===== src/rfef_defs.svh =====
// Offsets, field positions and reset values for the receive event flags
`ifndef RFEF_DEFS_SVH
`define RFEF_DEFS_SVH

// ----------------------------------------
// Register byte offsets
// ----------------------------------------
`define RFEF_OFS_FLAGS     8'h00
`define RFEF_OFS_CTRL      8'h04
`define RFEF_OFS_THRESH    8'h08
`define RFEF_OFS_IRQ_STAT  8'h0C
`define RFEF_OFS_IRQ_MASK  8'h10
`define RFEF_OFS_LEVEL     8'h14

// ----------------------------------------
// Flag bit positions
// ----------------------------------------
`define RFEF_BIT_SYNC      0
`define RFEF_BIT_PREAMBLE  1
`define RFEF_BIT_TIMEOUT   2
`define RFEF_BIT_LEVEL     3

// ----------------------------------------
// Control bit positions
// ----------------------------------------
`define RFEF_CTRL_ADDR_EN  0
`define RFEF_CTRL_CONT     1

// ----------------------------------------
// Reset values
// ----------------------------------------
`define RFEF_RST_FLAGS     4'h0
`define RFEF_RST_CTRL      2'h0
`define RFEF_RST_THRESH    8'hFF
`define RFEF_RST_MASK      4'h0

`endif


===== src/rfef_pkg.sv =====
// Types shared by the receive event flag block
package rfef_pkg;

   // ----------------------------------------
   // Receive path events from the detectors
   // ----------------------------------------
   typedef struct packed {
      logic rx_mode;      // Receiver active, level
      logic timeout;      // Receive timeout, pulse
      logic preamble;     // Valid preamble seen, pulse
      logic sync;         // Sync word seen, pulse
      logic addr_match;   // Address matched, level
   } rfef_evt_type;

   // ----------------------------------------
   // Four flag bits, msb first
   // ----------------------------------------
   typedef struct packed {
      logic level;        // Signal strength over threshold
      logic timeout;      // Receive timeout
      logic preamble;     // Preamble found
      logic sync;         // Sync hit, with address when filtering on
   } rfef_flags_type;

   // ----------------------------------------
   // Bus slave phase
   // ----------------------------------------
   typedef enum logic [1:0] {
      RFEF_IDLE,
      RFEF_ACCESS,
      RFEF_DONE
   } rfef_phase_type;

endpackage


===== src/rfef_top.sv =====
// Receive event flag register bank with APB slave and interrupt
`timescale 1ns/100ps
`default_nettype none
`include "rfef_defs.svh"

// What this block does
// - In receive, level flag sets above threshold
// - Level flag clears leaving receive or write-one
// - Timeout flag sets; clears leaving receive, emptying
// - Preamble flag sets on valid preamble
// - Preamble flag clears on write-one
// - Sync flag sets on sync, plus address when filtering on
// - Sync flag clears leaving receive, FIFO emptied
// - Sync flag write-clear only in continuous mode
// - FIFO empty means zero bytes held
module rfef_top #(
   parameter int VAL_W  = 8,    // Signal strength width
   parameter int CNT_W  = 7     // FIFO byte count width
) (
   input  wire logic                   pclk,
   input  wire logic                   presetn,
   input  wire logic                   psel,
   input  wire logic                   penable,
   input  wire logic                   pwrite,
   input  wire logic [7:0]             paddr,
   input  wire logic [31:0]            pwdata,
   output logic      [31:0]            prdata,
   output logic                        pready,
   output logic                        pslverr,
   input  wire rfef_pkg::rfef_evt_type evt,
   input  wire logic [VAL_W-1:0]       signal_strength_value,
   input  wire logic [CNT_W-1:0]       fifo_count,
   output logic      [3:0]             flags_out,
   output logic                        irq
);

   // ----------------------------------------
   // State declarations
   // ----------------------------------------
   rfef_pkg::rfef_flags_type flags_ff;      // Flag bits
   rfef_pkg::rfef_flags_type nxt_flags;
   logic [1:0]               ctrl_ff;       // Filter and mode
   logic [1:0]               nxt_ctrl;
   logic [VAL_W-1:0]         thresh_ff;     // Strength threshold
   logic [VAL_W-1:0]         nxt_thresh;
   logic [3:0]               istat_ff;      // Sticky events
   logic [3:0]               nxt_istat;
   logic [3:0]               imask_ff;      // Interrupt enables
   logic [3:0]               nxt_imask;
   logic                     irq_ff;        // Interrupt level
   logic                     nxt_irq;
   logic                     rx_prev_ff;    // Last receive state
   logic                     empty_prev_ff; // Last FIFO empty
   logic                     nxt_rx_prev;
   logic                     nxt_empty_prev;
   rfef_pkg::rfef_phase_type phase_ff;      // Bus phase
   rfef_pkg::rfef_phase_type nxt_phase;
   logic [31:0]              rdata_ff;      // Read data
   logic [31:0]              nxt_rdata;
   logic                     slverr_ff;     // Bus error
   logic                     nxt_slverr;
   logic                     ready_ff;      // Bus ready
   logic                     nxt_ready;

   // ----------------------------------------
   // Decoded conditions
   // ----------------------------------------
   logic                     fifo_empty;    // No bytes held
   logic                     leave_rx;      // Receive just ended
   logic                     emptied;       // FIFO just drained
   logic                     wr_ok;         // Write completes now
   logic                     addr_hit;      // Mapped address
   logic [3:0]               set_evt;       // Flag set events
   logic [3:0]               w1c;           // Write-one bits

   // ----------------------------------------
   // Event decode
   // ----------------------------------------
   // Emptying counts on the edge, so a FIFO that stays empty does not
   // keep a fresh timeout from showing
   always_comb begin
      fifo_empty = (fifo_count == '0);
      leave_rx   = rx_prev_ff & ~evt.rx_mode;
      emptied    = fifo_empty & ~empty_prev_ff;
      set_evt    = 4'h0;
      // Strength compare only counts inside receive
      set_evt[`RFEF_BIT_LEVEL] = evt.rx_mode &
                                 (signal_strength_value > thresh_ff);
      set_evt[`RFEF_BIT_TIMEOUT]  = evt.timeout;
      set_evt[`RFEF_BIT_PREAMBLE] = evt.preamble;
      // Address gate applies only when filtering is on
      set_evt[`RFEF_BIT_SYNC] = evt.sync &
                                (~ctrl_ff[`RFEF_CTRL_ADDR_EN] |
                                 evt.addr_match);
   end

   // ----------------------------------------
   // Edge history
   // ----------------------------------------
   always_comb begin
      nxt_rx_prev    = evt.rx_mode;
      nxt_empty_prev = fifo_empty;
   end

   // Starts empty so the first cycle is no drain event
   always_ff @(posedge pclk or negedge presetn) begin
      if (!presetn) begin
         rx_prev_ff    <= 1'b0;
         empty_prev_ff <= 1'b1;
      end else begin
         rx_prev_ff    <= nxt_rx_prev;
         empty_prev_ff <= nxt_empty_prev;
      end
   end

   // ----------------------------------------
   // Bus phase tracking
   // ----------------------------------------
   // Ready is registered, so every transfer has one access cycle
   always_comb begin
      nxt_phase = phase_ff;
      nxt_ready = 1'b0;
      case (phase_ff)
         rfef_pkg::RFEF_IDLE: begin
            if (psel && !penable) begin
               nxt_phase = rfef_pkg::RFEF_ACCESS;
               nxt_ready = 1'b1;
            end
         end
         rfef_pkg::RFEF_ACCESS: begin
            nxt_phase = rfef_pkg::RFEF_IDLE;
         end
         default: begin
            nxt_phase = rfef_pkg::RFEF_IDLE;
         end
      endcase
   end

   always_ff @(posedge pclk or negedge presetn) begin
      if (!presetn) begin
         phase_ff <= rfef_pkg::RFEF_IDLE;
         ready_ff <= 1'b0;
      end else begin
         phase_ff <= nxt_phase;
         ready_ff <= nxt_ready;
      end
   end

   // ----------------------------------------
   // Address decode
   // ----------------------------------------
   always_comb begin
      wr_ok    = psel & penable & ready_ff & pwrite;
      addr_hit = 1'b1;
      if (paddr == `RFEF_OFS_FLAGS) begin
         addr_hit = 1'b1;
      end else if (paddr == `RFEF_OFS_CTRL) begin
         addr_hit = 1'b1;
      end else if (paddr == `RFEF_OFS_THRESH) begin
         addr_hit = 1'b1;
      end else if (paddr == `RFEF_OFS_IRQ_STAT) begin
         addr_hit = 1'b1;
      end else if (paddr == `RFEF_OFS_IRQ_MASK) begin
         addr_hit = 1'b1;
      end else if (paddr == `RFEF_OFS_LEVEL) begin
         addr_hit = 1'b1;
      end else begin
         addr_hit = 1'b0;
      end
   end

   // ----------------------------------------
   // Flag bits
   // ----------------------------------------
   // Clears first, then sets, so a set in the clearing cycle wins
   always_comb begin
      w1c       = 4'h0;
      nxt_flags = flags_ff;
      if (wr_ok && (paddr == `RFEF_OFS_FLAGS)) begin
         // Zero bits leave flags alone; timeout bit has no write
         w1c[`RFEF_BIT_LEVEL]    = pwdata[`RFEF_BIT_LEVEL];
         w1c[`RFEF_BIT_PREAMBLE] = pwdata[`RFEF_BIT_PREAMBLE];
         // Sync bit is only writable in continuous mode
         w1c[`RFEF_BIT_SYNC] = pwdata[`RFEF_BIT_SYNC] &
                               ctrl_ff[`RFEF_CTRL_CONT];
      end
      // Level flag: leave receive or write one
      if (leave_rx || w1c[`RFEF_BIT_LEVEL]) begin
         nxt_flags.level = 1'b0;
      end
      // Timeout flag: leave receive or drain
      if (leave_rx || emptied) begin
         nxt_flags.timeout = 1'b0;
      end
      // Preamble flag: only software clears it
      if (w1c[`RFEF_BIT_PREAMBLE]) begin
         nxt_flags.preamble = 1'b0;
      end
      // Sync flag: leave receive, drain, or continuous write
      if (leave_rx || emptied || w1c[`RFEF_BIT_SYNC]) begin
         nxt_flags.sync = 1'b0;
      end
      // Sets take priority over every clear
      if (set_evt[`RFEF_BIT_LEVEL]) begin
         nxt_flags.level = 1'b1;
      end
      if (set_evt[`RFEF_BIT_TIMEOUT]) begin
         nxt_flags.timeout = 1'b1;
      end
      if (set_evt[`RFEF_BIT_PREAMBLE]) begin
         nxt_flags.preamble = 1'b1;
      end
      if (set_evt[`RFEF_BIT_SYNC]) begin
         nxt_flags.sync = 1'b1;
      end
   end

   always_ff @(posedge pclk or negedge presetn) begin
      if (!presetn) begin
         flags_ff <= `RFEF_RST_FLAGS;
      end else begin
         flags_ff <= nxt_flags;
      end
   end

   // ----------------------------------------
   // Configuration registers
   // ----------------------------------------
   // Threshold resets high so nothing fires before it is set
   always_comb begin
      nxt_ctrl   = ctrl_ff;
      nxt_thresh = thresh_ff;
      nxt_imask  = imask_ff;
      if (wr_ok && (paddr == `RFEF_OFS_CTRL)) begin
         nxt_ctrl = pwdata[1:0];
      end
      if (wr_ok && (paddr == `RFEF_OFS_THRESH)) begin
         nxt_thresh = pwdata[VAL_W-1:0];
      end
      if (wr_ok && (paddr == `RFEF_OFS_IRQ_MASK)) begin
         nxt_imask = pwdata[3:0];
      end
   end

   always_ff @(posedge pclk or negedge presetn) begin
      if (!presetn) begin
         ctrl_ff   <= `RFEF_RST_CTRL;
         thresh_ff <= VAL_W'(`RFEF_RST_THRESH);
         imask_ff  <= `RFEF_RST_MASK;
      end else begin
         ctrl_ff   <= nxt_ctrl;
         thresh_ff <= nxt_thresh;
         imask_ff  <= nxt_imask;
      end
   end

   // ----------------------------------------
   // Interrupt status and line
   // ----------------------------------------
   // Sticky copy of set events; write one clears, a set wins
   always_comb begin
      nxt_istat = istat_ff;
      if (wr_ok && (paddr == `RFEF_OFS_IRQ_STAT)) begin
         nxt_istat = istat_ff & ~pwdata[3:0];
      end
      nxt_istat = nxt_istat | set_evt;
      // Line follows the registered status, one cycle behind it
      nxt_irq   = |(istat_ff & imask_ff);
   end

   always_ff @(posedge pclk or negedge presetn) begin
      if (!presetn) begin
         istat_ff <= 4'h0;
         irq_ff   <= 1'b0;
      end else begin
         istat_ff <= nxt_istat;
         irq_ff   <= nxt_irq;
      end
   end

   // ----------------------------------------
   // Read data path
   // ----------------------------------------
   // Captured in the setup cycle, held through the access cycle
   always_comb begin
      nxt_rdata  = rdata_ff;
      nxt_slverr = 1'b0;
      if (psel && !penable) begin
         nxt_rdata  = 32'h0000_0000;
         nxt_slverr = ~addr_hit;
         if (pwrite) begin
            nxt_rdata = 32'h0000_0000;
         end else if (paddr == `RFEF_OFS_FLAGS) begin
            nxt_rdata[3:0] = flags_ff;
         end else if (paddr == `RFEF_OFS_CTRL) begin
            nxt_rdata[1:0] = ctrl_ff;
         end else if (paddr == `RFEF_OFS_THRESH) begin
            nxt_rdata[VAL_W-1:0] = thresh_ff;
         end else if (paddr == `RFEF_OFS_IRQ_STAT) begin
            nxt_rdata[3:0] = istat_ff;
         end else if (paddr == `RFEF_OFS_IRQ_MASK) begin
            nxt_rdata[3:0] = imask_ff;
         end else if (paddr == `RFEF_OFS_LEVEL) begin
            nxt_rdata[VAL_W-1:0] = signal_strength_value;
         end
      end
   end

   always_ff @(posedge pclk or negedge presetn) begin
      if (!presetn) begin
         rdata_ff  <= 32'h0000_0000;
         slverr_ff <= 1'b0;
      end else begin
         rdata_ff  <= nxt_rdata;
         slverr_ff <= nxt_slverr;
      end
   end

   // ----------------------------------------
   // Outputs, all straight from flops
   // ----------------------------------------
   assign prdata    = rdata_ff;
   assign pready    = ready_ff;
   assign pslverr   = slverr_ff;
   assign flags_out = flags_ff;
   assign irq       = irq_ff;

endmodule
`default_nettype wire


===== config.mk =====
export PLATFORM = sky130hd
export DESIGN_NAME = rfef_top
export DESIGN_NICKNAME = d
export VERILOG_FILES = /design/src/rfef_pkg.sv /design/src/rfef_top.sv
export VERILOG_INCLUDE_DIRS = /design/src
export SDC_FILE = /design/constraint.sdc
export NUM_CORES = 1
export LEC_CHECK = 0
export BUFFER_PORTS_ARGS = -buffer_cell sky130_fd_sc_hd__buf_2
export CAP_MARGIN = 5
export CORE_AREA = 3 3 55 108
export DETAILED_ROUTE_END_ITERATION = 12
export DIE_AREA = 0 0 58 111
export PLACE_DENSITY = 0.84
export SYNTH_ARGS = -nofsm -noshare
export SYNTH_HDL_FRONTEND = slang
export SYNTH_SLANG_ARGS = --single-unit

===== constraint.sdc =====
create_clock -name pclk -period 1.8 [get_ports pclk]
set_input_delay 0.36 -clock pclk [delete_from_list [all_inputs] [get_ports pclk]]
set_output_delay 0.36 -clock pclk [all_outputs]
set_load 0.02 [all_outputs]

==> results.cfg <==
[synthesis]
ys_warn_count = 0
syn_avg_cell_area_sq_um = 10.4
synth_top_cell_area_share_pct = 31.5
syn-cell-area_sq_mm = 0.00215
synth-seq-cells = 36
synth_top_cells_by_area = dfrtp_1 (31%), dfstp_2 (11%), buf_4 (8.4%)
yosys.area.top_type = dfrtp_1
synth_edf_count = 0
yosys_most_used_dff = dfrtp_1
ys_types = 45
syn_inst = 207
synthArstFlopShare_pct = 100
seq_area_frac_synth_pct = 42.5

[global_route]
track_usage_pct = 17.3
grt_use_met1_pct = 17.3
grt_pass1_wl_um = 8560
grt_pass1_vias = 1889
top_usage_layer = met2
gr-usage-met3_pct = 2.91
grt_remaining_overflow = 0
gr-usage-met2_pct = 31.1
antenna_found_initial = 0
grt_start_max_net_pins = 37

[power_and_ir_drop]
pwr-share-seq_pct = 48.2
p_clk_share_pct = 36.3
p_per_area_mw_per_mm2 = 661
netSwitchingPower_w = 0.000464
comb_power_share_pct = 15.5
vdd_ir_drop_max_mv = 0.547
netSwitchingFraction_pct = 26.9
leakage_nw = 1.22
internal_power_w = 0.00127

[clock_tree]
cts_root_buf = clkbuf_8
cts.path.max_buffers = 2
clk_latency_ns = 0.29
h-tree-depth = 2
hold_buffers = 0
clkTransAtPathRegs_ns = 0.07
cts_tree = built
cts.sinks = 36
post_cts_buffers = 0
cts_inserted_buffers = 5

[layout]
fill_cells = 492
drive_above_1_share_pct = 40.4
finalNetCount = 347
seqCellArea_sq_um = 912
final_cell_count_no_fill = 333
num_antenna_cells = 0
multi_input_area_sq_mm = 0.00112
area_growth_pct = 21.7

[route]
vias_per_cell = 5.50
firstDrtPassIters = 5
drcViolationCount = 0
postRouteAntennaNets = 0
wirelength_um = 5270
first_iter_violations = 50
dr_total_vias = 1833
wl_per_cell_um = 15.8

[timing]
period_needed_ns = 1.75
hold_viol = 0
setup_viol = 0
worst_clock_skew_ns = 0.00877
tns_ns = 0
finalCritPeriodShare_pct = 97.1
max_freq_mhz = 572
drv_slew = 0

[critical_path]
cp-start-kind = flop
worst-endpoint-required_ns = 1.98
timing.critical_path.cells = inv_1 > ha_1 > nand2_2 > o21ai_0 > o311ai_1 > a21bo_2
cp.arrival_ns = 1.93
path_buf_inv = 1
critPathKind = reg2reg
crit_path_end_kind = flop
cpPeakStageDelay_ns = 0.55
path_delay_family = compound AO/OA/AOI/OAI gates
slowest_stage = dfstp_2
crit_fanout = 3

[floorplan]
dieArea_sq_mm = 0.00644
core.rowCount = 37
core_sq_mm = 0.00518
initial_core_util_pct = 41.4
num_io_pins = 104
dieWidth_um = 58
die_y_um = 111

[run]
drv_cap = 0

[placed_design]
io_buffers = 55
gp_congestion = 0.886
dp_hpwl_um = 4110
dpl.cell_count = 325

[worst_hold_path]
hp-class = in2async

[outcome]
status = complete, no violations
-- Yosys cell counts (2+ instances only) --
library cell and count:
dfrtp_1 27, buf_4 24, mux2_2 14, o21ai_0 14
nand2_1 12, inv_1 10, dfstp_2 9, nor2_1 9
ha_1 8, nand4_1 8, a21oi_1 6, clkbuf_1 6
a22oi_1 5, nand2b_1 4, nand3_1 4, a21o_1 3
a22o_1 3, and4_1 3, mux2i_1 3, o21a_1 3
a211oi_1 2, a21bo_2 2, nand3b_1 2, nor2b_1 2
nor3b_1 2, o221ai_1 2, or3_1 2
-- final timing paths --
kind	start	endpoint	slack, ns	cells after the start
max	thresh_ff[6]	istat_ff[3]	0.05	6
min	presetn	pslverr	0.09	2
max reg2reg	thresh_ff[6]	istat_ff[3]	0.05	6
min reg2reg	phase_ff[0]	phase_ff[0]	0.43	1
max in group asynchronous	presetn	thresh_ff[2]	1.34	2
min in group pclk	evt[4]	rx_prev_ff	0.20	1
-- per-stage QoR --
step | total power [W] | utilization [%] | area, sq um | hold slack (ns) | worst slack [ns]
after global routing | 0.00180 | 50.4 | 2620 | 0.140 | -0.00703
after floorplan | 0.00102 | - | 2230 | 0.0644 | 0.00819
final | 0.00173 | 50.4 | 2620 | 0.0888 | 0.0522
after global placement | 0.00109 | 47.7 | 2470 | 0.415 | -0.224
after CTS | 0.00173 | 49.7 | 2580 | 0.108 | 0.0102
after detailed placement | 0.00110 | 47.7 | 2470 | 0.422 | -0.244
-- registers in the layout, summed over array words and instances, names as in the netlist --
| register | count |
|---|---|
| prdata | 8 |
| thresh_ff | 8 |
| flags_out | 4 |
| imask_ff | 4 |
| istat_ff | 4 |
| ctrl_ff | 2 |
| empty_prev_ff | 1 |
| irq | 1 |
| phase_ff | 1 |
| pready | 1 |
| pslverr | 1 |
| rx_prev_ff | 1 |
-- layout make-up --
type,count,area share (%)
clock buffer,8,3.83
inverter,10,1.44
multi-input combinational,153,42.8
sequential,36,34.9
tap,58,2.78
timing repair buffer,68,14.3
-- layout by cell type, fill, tap and decap left out, types with 3 or more instances in the layout --
master / count
buf_2: 55
dfrtp_1: 27
conb_1: 24
mux2_2: 14
o21ai_0: 13
buf_4: 13
nand2_1: 11
inv_1: 10
nor2_1: 9
dfstp_2: 9
nand4_1: 8
clkbuf_8: 7
ha_1: 6
a22oi_1: 5
nand2b_1: 4
a21oi_1: 4
nand3_1: 4
and4_1: 3
a21o_1: 3
o21a_1: 3
a22o_1: 3
mux2i_1: 3
-- power by group through the flow --
stage,registers [W],logic [W],clock network (W)
after floorplan,0.000857,0.000167,0
after global placement,0.000848,0.000246,0
after detailed placement,0.000848,0.000252,0
after CTS,0.000833,0.000256,0.000641
after global routing,0.000834,0.000296,0.000672
final,0.000834,0.000268,0.000628
-- metal layers --
| metal | vias to the layer above | share of wire, % |
|---|---|---|
| li1 | 840 | - |
| met1 | 874 | 34 |
| met2 | 87 | 55 |
| met3 | 32 | 6.2 |
| met4 | 0 | 5.4 |
| met5 | - | 0 |
-- kinds of logic (layout without fill, tap and decap cells) --
family                     count (synthesis)  in the layout  share of synthesized area [%]
and+or+nand+nor                           58             58                           17.9
AOI/OAI and AO/OA                         46             46                           14.6
buffers and inverters                     41             86                           11.4
DFF                                       36             36                           42.5
muxes                                     17             17                           8.74
adders and majority gates                  8              8                           4.66
other                                      1             24                          0.175
-- repair_timing --
item,in CTS,in global routing
setup endpoints to repair,1,2
pin swaps,0,3
gates resized for setup,2,6
No activity file was read; power rests on OpenSTA's default activity.
